--- src/design/rav_pkg.sv ---
// constants, register map and encodings of the redundant analog input voter
package rav_pkg;
    localparam int CH_N = 4;
    localparam int NV_N = 2;
    localparam int DW = 16;
    localparam int AW = 8;
    localparam int CW = 2;

    // register byte addresses and address regions (address bits 7:4)
    localparam logic [AW-1:0] OFS_CTRL = 8'h00;
    localparam logic [AW-1:0] OFS_STATUS = 8'h04;
    localparam logic [3:0] REG_MIN = 4'h1;
    localparam logic [3:0] REG_MAX = 4'h2;
    localparam logic [3:0] TBL_VOTED = 4'h4;
    localparam logic [3:0] TBL_COPY_A = 4'h5;
    localparam logic [3:0] TBL_COPY_B = 4'h6;
    localparam logic [3:0] TBL_COPY_C = 4'h7;
    localparam logic [3:0] TBL_NONVOTED = 4'h8;

    // control field positions
    localparam int CTRL_SIZE_LSB = 0;
    localparam int CTRL_POLICY_LSB = 2;
    localparam int CTRL_MODE_BIT = 4;
    localparam int CTRL_KIND_LSB = 5;
    localparam int CTRL_W = 7;
    localparam logic [CTRL_W-1:0] CTRL_RESET = 7'h03;

    // status field positions
    localparam int STAT_BUSY_BIT = 0;
    localparam int STAT_COUNT_LSB = 8;
    localparam int STAT_COUNT_W = 8;

    localparam logic [DW-1:0] MIN_RESET = 16'h8000;
    localparam logic [DW-1:0] MAX_RESET = 16'h7FFF;
    localparam logic [DW-1:0] VALUE_RESET = 16'h0000;

    typedef enum logic [1:0]
    {
        RAV_SIZE_ONE = 2'h1,
        RAV_SIZE_TWO = 2'h2,
        RAV_SIZE_THREE = 2'h3
    } rav_size_t;

    typedef enum logic [1:0]
    {
        RAV_POL_HIGH = 2'h0,
        RAV_POL_LOW = 2'h1,
        RAV_POL_AVG = 2'h2
    } rav_policy_t;

    typedef enum logic
    {
        RAV_MODE_FULL = 1'b0,
        RAV_MODE_TRUNC = 1'b1
    } rav_mode_t;

    typedef enum logic [1:0]
    {
        RAV_DFLT_LAST = 2'h0,
        RAV_DFLT_MAX = 2'h1,
        RAV_DFLT_MIN = 2'h2
    } rav_kind_t;

    typedef enum logic [1:0]
    {
        RAV_ST_IDLE = 2'b00,
        RAV_ST_CAPTURE = 2'b01,
        RAV_ST_VOTE = 2'b11,
        RAV_ST_DONE = 2'b10
    } rav_state_t;
endpackage

--- src/design/rav_voter.sv ---
// redundant analog input voter: capture, per-channel vote, table readout

// Behaviour
// - vote runs once per scan, after capture, before the application starts.
// - inputs of non-redundant blocks are stored apart and never voted.
// - voted results sit at the start of the input table, ahead of copies.
// - voted word for channel n is the group's voted word n.
// - a copy with a discrepancy or bus fault is excluded for that channel.
// - group degrades three to two, then to one copy or the fallback.
// - three valid copies give their median; policy and fallback unused.
// - two-copy policy is higher, lower or average.
// - two-block groups and three-block groups missing one use the policy.
// - lowest policy puts channel minimum in as third, takes the median.
// - highest policy puts channel maximum in as third, takes the median.
// - average policy outputs the mean of the two remaining copies.
// - one remaining copy means no vote: copy or fallback by mode.
// - full mode with one valid copy outputs that copy unchanged.
// - truncated mode with one valid copy left of two or three outputs the fallback.
// - fallback is last held value, configured maximum or configured minimum.
// - single-copy group whose copy fails outputs the fallback.
// - full mode group outputs fallback when its last copy fails.
// - truncated mode two-block group outputs fallback when either copy fails.
// - single-copy group outputs its valid copy as captured at the scan, unvoted.
module rav_voter
(
    input wire logic clk_sys_in,
    input wire logic nrst_in,
    input wire logic scan_done_in,
    input wire logic [rav_pkg::CH_N*rav_pkg::DW-1:0] copy_a_in,
    input wire logic [rav_pkg::CH_N*rav_pkg::DW-1:0] copy_b_in,
    input wire logic [rav_pkg::CH_N*rav_pkg::DW-1:0] copy_c_in,
    input wire logic [rav_pkg::CH_N*3-1:0] disc_fault_in,
    input wire logic [2:0] bus_fault_in,
    input wire logic [rav_pkg::NV_N*rav_pkg::DW-1:0] nonvoted_in,
    input wire logic [rav_pkg::AW-1:0] addr_in,
    input wire logic [31:0] wdata_in,
    input wire logic wr_in,
    input wire logic rd_in,
    output logic [31:0] rdata_out,
    output logic busy_out,
    output logic vote_done_out,
    output logic [rav_pkg::CH_N*rav_pkg::DW-1:0] voted_out
);
    // ==========================================================
    // state
    typedef logic [rav_pkg::CH_N-1:0][rav_pkg::DW-1:0] rav_chan_t;

    typedef struct packed
    {
        rav_pkg::rav_state_t st;
        logic [rav_pkg::CW-1:0] idx;
        logic [rav_pkg::CTRL_W-1:0] ctrl;
        rav_chan_t min_val;
        rav_chan_t max_val;
        rav_chan_t copy_a;
        rav_chan_t copy_b;
        rav_chan_t copy_c;
        logic [rav_pkg::CH_N-1:0][2:0] ok;
        logic [rav_pkg::NV_N-1:0][rav_pkg::DW-1:0] nonvoted;
        rav_chan_t voted;
        logic [rav_pkg::STAT_COUNT_W-1:0] scan_count;
        logic done;
        logic [31:0] rdata;
    } rav_state_all_t;

    rav_state_all_t cur;
    rav_state_all_t next_cur;

    logic [1:0] cfg_size;
    logic [1:0] cfg_policy;
    logic cfg_mode;
    logic [1:0] cfg_kind;
    logic [rav_pkg::DW-1:0] unit_result;
    logic [3:0] region;
    logic [rav_pkg::CW-1:0] sel;

    assign cfg_size = cur.ctrl[rav_pkg::CTRL_SIZE_LSB +: 2];
    assign cfg_policy = cur.ctrl[rav_pkg::CTRL_POLICY_LSB +: 2];
    assign cfg_mode = cur.ctrl[rav_pkg::CTRL_MODE_BIT];
    assign cfg_kind = cur.ctrl[rav_pkg::CTRL_KIND_LSB +: 2];
    assign region = addr_in[7:4];
    assign sel = addr_in[3:2];

    // ==========================================================
    // voting datapath, one channel per cycle
    rav_vote_unit u_vote
    (
        .copy_a_in(cur.copy_a[cur.idx]),
        .copy_b_in(cur.copy_b[cur.idx]),
        .copy_c_in(cur.copy_c[cur.idx]),
        .ok_in(cur.ok[cur.idx]),
        .size_in(cfg_size),
        .policy_in(cfg_policy),
        .mode_in(cfg_mode),
        .kind_in(cfg_kind),
        .min_in(cur.min_val[cur.idx]),
        .max_in(cur.max_val[cur.idx]),
        .last_in(cur.voted[cur.idx]),
        .voted_out(unit_result)
    );

    // ==========================================================
    // next state
    always_comb
    begin
        next_cur = cur;
        next_cur.done = 1'b0;
        next_cur.rdata = '0;

        case (cur.st)
            rav_pkg::RAV_ST_IDLE:
            begin
                if (scan_done_in)
                    next_cur.st = rav_pkg::RAV_ST_CAPTURE;
            end
            rav_pkg::RAV_ST_CAPTURE:
            begin
                for (int i = 0; i < rav_pkg::CH_N; i++)
                begin
                    next_cur.copy_a[i] =
                        copy_a_in[i*rav_pkg::DW +: rav_pkg::DW];
                    next_cur.copy_b[i] =
                        copy_b_in[i*rav_pkg::DW +: rav_pkg::DW];
                    next_cur.copy_c[i] =
                        copy_c_in[i*rav_pkg::DW +: rav_pkg::DW];
                    next_cur.ok[i] = ~(disc_fault_in[i*3 +: 3] | bus_fault_in);
                end
                for (int j = 0; j < rav_pkg::NV_N; j++)
                begin
                    next_cur.nonvoted[j] =
                        nonvoted_in[j*rav_pkg::DW +: rav_pkg::DW];
                end
                next_cur.idx = '0;
                next_cur.st = rav_pkg::RAV_ST_VOTE;
            end
            rav_pkg::RAV_ST_VOTE:
            begin
                next_cur.voted[cur.idx] = unit_result;
                if (cur.idx == rav_pkg::CW'(rav_pkg::CH_N - 1))
                    next_cur.st = rav_pkg::RAV_ST_DONE;
                else
                    next_cur.idx = cur.idx + 1'b1;
            end
            rav_pkg::RAV_ST_DONE:
            begin
                // application may start after this pulse
                next_cur.done = 1'b1;
                next_cur.scan_count = cur.scan_count + 1'b1;
                next_cur.st = rav_pkg::RAV_ST_IDLE;
            end
            default:
            begin
                next_cur.st = rav_pkg::RAV_ST_IDLE;
            end
        endcase

        // register writes; configuration may change between scans
        if (wr_in)
        begin
            if (addr_in == rav_pkg::OFS_CTRL)
                next_cur.ctrl = wdata_in[rav_pkg::CTRL_W-1:0];
            else if (region == rav_pkg::REG_MIN)
                next_cur.min_val[sel] = wdata_in[rav_pkg::DW-1:0];
            else if (region == rav_pkg::REG_MAX)
                next_cur.max_val[sel] = wdata_in[rav_pkg::DW-1:0];
        end

        // register reads, answered the next cycle
        if (rd_in && addr_in[1:0] == 2'b00)
        begin
            if (addr_in == rav_pkg::OFS_CTRL)
            begin
                next_cur.rdata = 32'(cur.ctrl);
            end
            else if (addr_in == rav_pkg::OFS_STATUS)
            begin
                next_cur.rdata[rav_pkg::STAT_BUSY_BIT] =
                    (cur.st != rav_pkg::RAV_ST_IDLE);
                next_cur.rdata[rav_pkg::STAT_COUNT_LSB +:
                    rav_pkg::STAT_COUNT_W] = cur.scan_count;
            end
            else
            begin
                case (region)
                    rav_pkg::REG_MIN: next_cur.rdata = 32'(cur.min_val[sel]);
                    rav_pkg::REG_MAX: next_cur.rdata = 32'(cur.max_val[sel]);
                    rav_pkg::TBL_VOTED:
                        next_cur.rdata = 32'(cur.voted[sel]);
                    rav_pkg::TBL_COPY_A: next_cur.rdata = 32'(cur.copy_a[sel]);
                    rav_pkg::TBL_COPY_B: next_cur.rdata = 32'(cur.copy_b[sel]);
                    rav_pkg::TBL_COPY_C: next_cur.rdata = 32'(cur.copy_c[sel]);
                    rav_pkg::TBL_NONVOTED:
                    begin
                        if (32'(sel) < rav_pkg::NV_N)
                            next_cur.rdata = 32'(cur.nonvoted[sel[0]]);
                    end
                    default: next_cur.rdata = '0;
                endcase
            end
        end
    end

    // ==========================================================
    // state register
    always_ff @(posedge clk_sys_in or negedge nrst_in)
    begin
        if (!nrst_in)
        begin
            cur.st <= rav_pkg::RAV_ST_IDLE;
            cur.idx <= '0;
            cur.ctrl <= rav_pkg::CTRL_RESET;
            cur.min_val <= {rav_pkg::CH_N{rav_pkg::MIN_RESET}};
            cur.max_val <= {rav_pkg::CH_N{rav_pkg::MAX_RESET}};
            cur.copy_a <= {rav_pkg::CH_N{rav_pkg::VALUE_RESET}};
            cur.copy_b <= {rav_pkg::CH_N{rav_pkg::VALUE_RESET}};
            cur.copy_c <= {rav_pkg::CH_N{rav_pkg::VALUE_RESET}};
            cur.ok <= '0;
            cur.nonvoted <= {rav_pkg::NV_N{rav_pkg::VALUE_RESET}};
            cur.voted <= {rav_pkg::CH_N{rav_pkg::VALUE_RESET}};
            cur.scan_count <= '0;
            cur.done <= 1'b0;
            cur.rdata <= '0;
        end
        else
        begin
            cur <= next_cur;
        end
    end

    // ==========================================================
    // outputs
    assign rdata_out = cur.rdata;
    assign busy_out = (cur.st != rav_pkg::RAV_ST_IDLE);
    assign vote_done_out = cur.done;
    assign voted_out = cur.voted;
endmodule

--- src/design/rav_vote_unit.sv ---
// combinational vote of one channel from up to three copies
module rav_vote_unit
(
    input wire logic signed [rav_pkg::DW-1:0] copy_a_in,
    input wire logic signed [rav_pkg::DW-1:0] copy_b_in,
    input wire logic signed [rav_pkg::DW-1:0] copy_c_in,
    input wire logic [2:0] ok_in,
    input wire logic [1:0] size_in,
    input wire logic [1:0] policy_in,
    input wire logic mode_in,
    input wire logic [1:0] kind_in,
    input wire logic signed [rav_pkg::DW-1:0] min_in,
    input wire logic signed [rav_pkg::DW-1:0] max_in,
    input wire logic signed [rav_pkg::DW-1:0] last_in,
    output logic signed [rav_pkg::DW-1:0] voted_out
);
    logic [2:0] live;
    logic [1:0] n_live;
    logic signed [rav_pkg::DW-1:0] first;
    logic signed [rav_pkg::DW-1:0] second;
    logic signed [rav_pkg::DW-1:0] dflt;
    logic signed [rav_pkg::DW:0] sum;
    logic signed [rav_pkg::DW:0] half;

    function automatic logic signed [rav_pkg::DW-1:0] median3
    (
        input logic signed [rav_pkg::DW-1:0] x,
        input logic signed [rav_pkg::DW-1:0] y,
        input logic signed [rav_pkg::DW-1:0] z
    );
        logic signed [rav_pkg::DW-1:0] lo;
        logic signed [rav_pkg::DW-1:0] hi;
        lo = (x < y) ? x : y;
        hi = (x < y) ? y : x;
        // equal candidates fall out as the repeated value
        median3 = (z < lo) ? lo : ((z > hi) ? hi : z);
    endfunction

    always_comb
    begin
        // copies outside the configured group never take part
        case (size_in)
            rav_pkg::RAV_SIZE_ONE: live = ok_in & 3'b001;
            rav_pkg::RAV_SIZE_TWO: live = ok_in & 3'b011;
            default: live = ok_in;
        endcase
        n_live = 2'(live[0]) + 2'(live[1]) + 2'(live[2]);
        first = live[0] ? copy_a_in : (live[1] ? copy_b_in : copy_c_in);
        second = (live[0] && live[1]) ? copy_b_in : copy_c_in;
        case (kind_in)
            rav_pkg::RAV_DFLT_MAX: dflt = max_in;
            rav_pkg::RAV_DFLT_MIN: dflt = min_in;
            default: dflt = last_in;
        endcase
        sum = 17'(first) + 17'(second);
        // truncate toward zero for negative sums
        half = (sum + 17'(sum[rav_pkg::DW])) >>> 1;
        if (size_in == rav_pkg::RAV_SIZE_ONE)
        begin
            voted_out = live[0] ? copy_a_in : dflt;
        end
        else
        begin
            case (n_live)
                2'd3:
                    voted_out = median3(copy_a_in, copy_b_in, copy_c_in);
                2'd2:
                begin
                    case (policy_in)
                        rav_pkg::RAV_POL_LOW:
                            voted_out = median3(first, second, min_in);
                        rav_pkg::RAV_POL_AVG:
                            voted_out = half[rav_pkg::DW-1:0];
                        default:
                            voted_out = median3(first, second, max_in);
                    endcase
                end
                2'd1:
                begin
                    if (mode_in == rav_pkg::RAV_MODE_FULL)
                        voted_out = first;
                    else
                        voted_out = dflt;
                end
                default: voted_out = dflt;
            endcase
        end
    end
endmodule

--- config.mk ---
export PLATFORM = sky130hd
export DESIGN_NAME = rav_voter
export DESIGN_NICKNAME = d
export VERILOG_FILES = /design/src/design/rav_pkg.sv /design/src/design/rav_voter.sv /design/src/design/rav_vote_unit.sv
export SDC_FILE = /design/constraint.sdc
export NUM_CORES = 2
export LEC_CHECK = 0
export ABC_AREA = 1
export CAP_MARGIN = 20
export CORE_MARGIN = 5
export CORE_UTILIZATION = 65
export DETAILED_ROUTE_END_ITERATION = 7
export DONT_BUFFER_PORTS = 1
export GPL_TIMING_DRIVEN = 1
export PLACE_DENSITY = 0.81
export SYNTH_ARGS = -nofsm -noshare
export SYNTH_HDL_FRONTEND = slang
export SYNTH_HIERARCHICAL = 1
export SYNTH_SLANG_ARGS = --single-unit
export TNS_END_PERCENT = 50
--- constraint.sdc ---
create_clock -name clk_sys_in -period 17.93 [get_ports clk_sys_in]
set_input_delay 0.8965 -clock clk_sys_in [delete_from_list [all_inputs] [get_ports clk_sys_in]]
set_output_delay 0.8965 -clock clk_sys_in [all_outputs]
set_load 0.02 [all_outputs]
Yosys cells after proc, flatten, opt, wreduce, memory -nomap -nowiden
Cells that the tools add are included.
{"block": "totals", "register_bits": 480, "output_inout_bits": 98, "inputBits": 284}
{"block": "op_classes", "n_bitwise": 10, "n_eq_ne": 24, "muxes": 69, "n_reduce_logical": 14, "order_cmp": 14, "addsub": 6}
{"operator": "$mux W16", "n": 34}
{"operator": "$bmux W16 S2", "n": 12}
{"operator": "$pmux W32 S7", "n": 1}
{"operator": "$bwmux W64", "n": 3}
{"operator": "$lt A16 B16 Y1", "n": 5}
{"operator": "$demux W16 S2", "n": 2}
{"operator": "$mux W32", "n": 2}
{"operator": "$pmux W16 S2", "n": 2}
{"operator": "$gt A16 B16 Y1", "n": 3}
{"operator": "$pmux W16 S3", "n": 1}
{"operator": "$add A16 B16 Y17", "n": 1}
{"operator": "$add A17 B1 Y17", "n": 1}
{"operator": "$eq A2 B2 Y1 const B", "n": 8}
{"operator": "$eq A4 B3 Y1 const B", "n": 4}
{"operator": "$not A3 Y3", "n": 4}
{"operator": "$or A3 B3 Y3", "n": 4}
{"operator": "$eq A2 B1 Y1 const B", "n": 5}
{"operator": "$add A8 B1 Y8 const B", "n": 1}
{"operator": "$eq A8 B3 Y1 const B", "n": 1}
{"operator": "$logic_not A8 Y1", "n": 1}
{"operator": "$mux W8", "n": 1}
{"operator": "$pmux W2 S4", "n": 1}
{"operator": "$mux W7", "n": 1}
{"operator": "$bmux W3 S2", "n": 1}
{"operator": "other kinds (23)", "n": 38}

Longest topological paths before layout
{"block": "depth", "depth_word": 14, "depth_mapped": 53, "ltp_nobuf": 45}

Hierarchy
The synthesis kept the hierarchy.
{"mod": "rav_voter", "instances": 1, "area_each_um2": 25328.0, "cells_each": 3671}
{"mod": "rav_vote_unit", "instances": 1, "area_each_um2": 8419.3, "cells_each": 1566}

Worst setup path before layout
Ideal clock, no wire load.
{"block": "synth_path", "kind": "register -> register", "start": "reg cur[476] in the netlist's numbering", "end": "reg cur (netlist bit voted_out[25])", "path_buffers": 9, "path_stages_with_launch": 45, "t_arrival_ns": 7.041, "path_slack_ns": 10.806, "setup_ns": 0.083, "required_time_ns": 17.847, "path_cell_list": "dfrtp_1 > buf_2 > buf_2 > inv_1 > buf_2 > clkbuf_1 > o21ai_0 > o22ai_1 > o21ai_2 > clkbuf_1 > clkinv_1 > clkbuf_1 > o21ai_0 > o21ai_0 > ha_1 > inv_2 > a21oi_1 > nor3_1 > [... 9 more ...] > nor2_1 > a211oi_1 > o21ai_0 > and3_1 > a2111oi_0 > nand2_1 > nand2_4 > nand3_4 > buf_6 > nand2_2 > nand3_1 > a21oi_1 > nand2_1 > nand3_1 > nand2_1 > nand2_1 > inv_1 > o21ai_0"}
{"block": "synth_via", "elab_chain_len": 14, "word_cells_on_any_way": 56, "classes_between": "add/sub: 4; order compare: 10; eq/ne: 3; mux: 37; reduce/logical: 2"}
{"element": "start: declaration", "line_no": "rav_voter.sv:66", "rtl": "rav_state_all_t cur;"}
{"element": "start signal: assignment", "line_no": "rav_voter.sv:226", "rtl": "cur <= next_cur;"}
{"element": "$bmux W3 S2", "line_no": "rav_voter.sv:91", "rtl": ".ok_in(cur.ok[cur.idx]),"}
{"element": "$mux W3 (not written as such)", "line_no": "rav_voter.sv:91"}
{"element": "$pmux W3 S2", "line_no": "rav_vote_unit.sv:42", "rtl": "case (size_in)"}
{"element": "$mux W16 or $logic_and A1 B1 Y1 (tied branches)", "line_no": "rav_vote_unit.sv:48, rav_vote_unit.sv:49"}
{"element": "$mux W16 (on tied branches)", "line_no": "rav_vote_unit.sv:48, rav_vote_unit.sv:49"}
{"element": "$lt A16 B16 Y1", "line_no": "rav_vote_unit.sv:33, rav_vote_unit.sv:34"}
{"element": "$mux W16", "line_no": "rav_vote_unit.sv:34", "rtl": "hi = (x < y) ? y : x;"}
{"element": "$gt A16 B16 Y1", "line_no": "rav_vote_unit.sv:36", "rtl": "median3 = (z < lo) ? lo : ((z > hi) ? hi : z);"}
{"element": "$mux W16 (2 in a row)", "line_no": "rav_vote_unit.sv:36"}
{"element": "$pmux W16 S2", "line_no": "rav_vote_unit.sv:69", "rtl": "case (policy_in)"}
{"element": "$pmux W16 S3", "line_no": "rav_vote_unit.sv:64", "rtl": "case (n_live)"}
{"element": "$mux W16 (*)", "line_no": "rav_vote_unit.sv:58", "rtl": "if (size_in == rav_pkg::RAV_SIZE_ONE)"}
{"element": "via unit_result, one bit", "line_no": "rav_voter.sv:73", "rtl": "logic [rav_pkg::DW-1:0] unit_result;"}
{"element": "$bwmux W64 (*)", "line_no": "rav_voter.sv:138", "rtl": "next_cur.voted[cur.idx] = unit_result;"}
Mark *: on every way through the listed nets, which the timed path passes. The rest lies on a longest branch. The select of a mux whose other input is x is not followed.
A chain may end at the register's enable or synchronous reset.

Worst setup path after layout
{"block": "layout_path", "start": "reg cur[476] in the netlist's numbering", "end": "reg cur (netlist bit voted_out[19])"}
Same word-level chain as after synthesis.

==> flow_summary.yaml <==
worst_setup_path:
  reg2regPathDepth: 35
  crit_path_max_fanout: 82
  crit_path_end_kind: "register"
  r2r_slack_ps: 7900
  critPathMaxStageDelay_ps: 720
  r2r_end: "voted_out[19]"
  critPathCapture: "voted_out[19]"
  cp-startpoint: "cur[476]"
  arrival_ps: 10490
  slowest_stage: "o22ai_1"
  critPathMostFrequentCell: "nand2_1"
  worstSetupStartpointType: "register"
  worstPathRequired_ps: 18390
  critPathKind: "reg2reg"
  reg2reg_from: "cur[476]"
sta:
  min_period_ps: 10030
  relSlewSlack_pct: 20.7
  maxSlewViolCount: 0
  period_share_pct: 56.0
  setup_viol: 0
  tightestPinTransition_ps: 1190
  rsz0062_at_grt: "no"
  clock_skew_ps: 40.3
  hold_viol: 0
  finalSetupTns_ps: 0
  max_freq_mhz: 99.7
hold_path:
  hold_class: "in2async"
floorplanning:
  initial_core_util_pct: 65.6
  die_height_um: 238
  die_w_um: 238
  coreArea_um2: 51400
  fp.dieArea_um2: 56600
  num_rows: 83
  ios: 382
grt:
  antenna_found_initial: 2
  grt_pass1_wl_um: 183000
  grt_use_total_pct: 41.1
  first_global_vias: 31100
  grt.overflow.total: 0
  grt_max_degree: 213
final_layout:
  area_growth_pct: 3.87
  nets: 5421
  seq_area_um2: 11700
  n_fill_cell: 4556
  layout_common_cells: "nand2_1 (2,407), o21ai_0 (538), dfrtp_1 (396)"
  fin_area_um2: 35100
  drive_gt1_share_pct: 5.55
  multi_input_area_um2: 18900
  final_common_cell: "nand2_1"
place:
  gp_congestion: 1.04
  placed_cell_area_um2: 33100
  post-dp-hpwl_um: 84100
  port_buffers: 0
run:
  max_cap_violations: 0
routing:
  viasPerCell: 6.09
  drc: 0
  initialDrtViolationCount: 5259
  drt_pass1_iterations: 8
  routed_wl_um: 121000
  vias: 34800
  drt.antenna.violating_nets: 0
  wl_per_cell_um: 21.2
yosys:
  synth_warnings: 6
  yosysSeqAreaShare_pct: 34.7
  ys_async_sr_fraction_pct: 100
  ys_seq_elements: 464
  avgSynthCellArea_um2: 6.44
  synth_area_um2: 33700
  synthFlopType: "dfrtp_1"
  synth-edff-count: 0
  synthCells: 5237
  synth_cell_types: 59
clock_network:
  ctsHoldBuffers: 4
  cts_setup_buffers: 0
  worst_skew_pair.late_latency_ps: 620
  htree_num_levels: 2
  root_buffer: "clkbuf_16"
  cts_tree: "built"
  cts_repair_resize_count: 0
  cts.sinks: 464
  clock_path_buffers: 3
  cts.reportedPaths.clkPinSlew_ps: 70
  numCtsBuffers: 49
status:
  outcome: "finished, final reports clean"
==> worst min-delay path by stage <==
| stage | cells after the start | startpoint | slack [ps] | to |
|---|---|---|---|---|
| after CTS | 0 | nrst_in | 10 | cur[332] |
| after detailed placement | 0 | cur[478] | 390 | cur[479] |
| after global routing | 0 | nrst_in | 30 | cur[164] |
| after floorplan | 1 | cur[40] | 440 | cur[40] |
| final | 0 | nrst_in | 50 | cur[164] |
| after global placement | 0 | cur[478] | 390 | cur[479] |
==> critical path: cells and delay by family (launching register included) <==
kind	cells	cell delay [ps]
AOI/OAI and AO/OA	13	4270
DFF	1	710
adders and majority gates	2	760
buffers and inverters	4	1250
and+or+nand+nor	16	2800
==> state kept, by name (all words and copies together) (netlist names) <==
| signal | cells |
|---|---|
| cfg_kind | 2 |
| cfg_mode | 1 |
| cfg_policy | 2 |
| cfg_size | 2 |
| cur | 376 |
| rdata_out | 16 |
| vote_done_out | 1 |
| voted_out | 64 |
==> final cells by class <==
class | instances | share of cell area [%]
Antenna cell | 2 | 0.0143
Clock buffer | 77 | 4.24
Timing Repair Buffer | 69 | 2.18
Multi-Input combinational cell | 4092 | 54.0
Tap cell | 680 | 2.43
Inverter | 311 | 3.39
Sequential cell | 464 | 33.4
Clock inverter | 11 | 0.336
==> routing by layer <==
layer | share of wire, % | track usage (%)
met5 | 0 | 0
met4 | 6.9 | 22.4
met3 | 13 | 9.97
met2 | 43 | 61.9
met1 | 37 | 55.1
==> metrics by stage <==
step | worst slack [ps] | util [%] | hold slack (ps) | instances
floorplan | 10810 | - | 442 | 5252
global placement | 8410 | 64.4 | 388 | 5600
detailed placement | 8280 | 64.4 | 388 | 5601
CTS | 8220 | 67.7 | 13.1 | 5693
global route | 7210 | 68.2 | 29.0 | 5705
finish | 7900 | 68.2 | 45.8 | 5706
==> Yosys cell counts (16+ instances only) <==
| cell type | instances | share of area (%) |
|---|---|---|
| nand2_1 | 2407 | 27 |
| o21ai_0 | 538 | 8.0 |
| dfrtp_1 | 398 | 30 |
| nor2_1 | 367 | 4.1 |
| inv_1 | 294 | 3.3 |
| clkbuf_1 | 163 | 1.8 |
| ha_1 | 148 | 5.5 |
| nand3_1 | 137 | 2.0 |
| a21oi_1 | 136 | 2.0 |
| buf_4 | 114 | 2.5 |
| o22ai_1 | 98 | 1.8 |
| buf_2 | 88 | 1.3 |
| dfstp_2 | 66 | 5.1 |
| nand4_1 | 33 | 0.61 |
| o211ai_1 | 22 | 0.49 |
| a221o_1 | 16 | 0.47 |
| buf_1 | 16 | 0.18 |
| o21ai_1 | 16 | 0.24 |
==> cell families (layout without fill, tap and decap cells) <==
kind of cell	after synthesis	in the layout	share of synthesized area [%]
XOR/XNOR	17	17	0.441
other	1	18	0.0111
AO/OA/AOI/OAI	885	885	14.4
adder cells (fa/ha/maj)	150	150	5.61
buffers and inverters	696	468	9.44
flip-flops	464	464	34.7
AND/OR/NAND/NOR	3024	3024	35.4
Power is left out: the tool's default activity adds up to more than one toggle a clock period on the data nets, which glitch-free logic cannot reach.
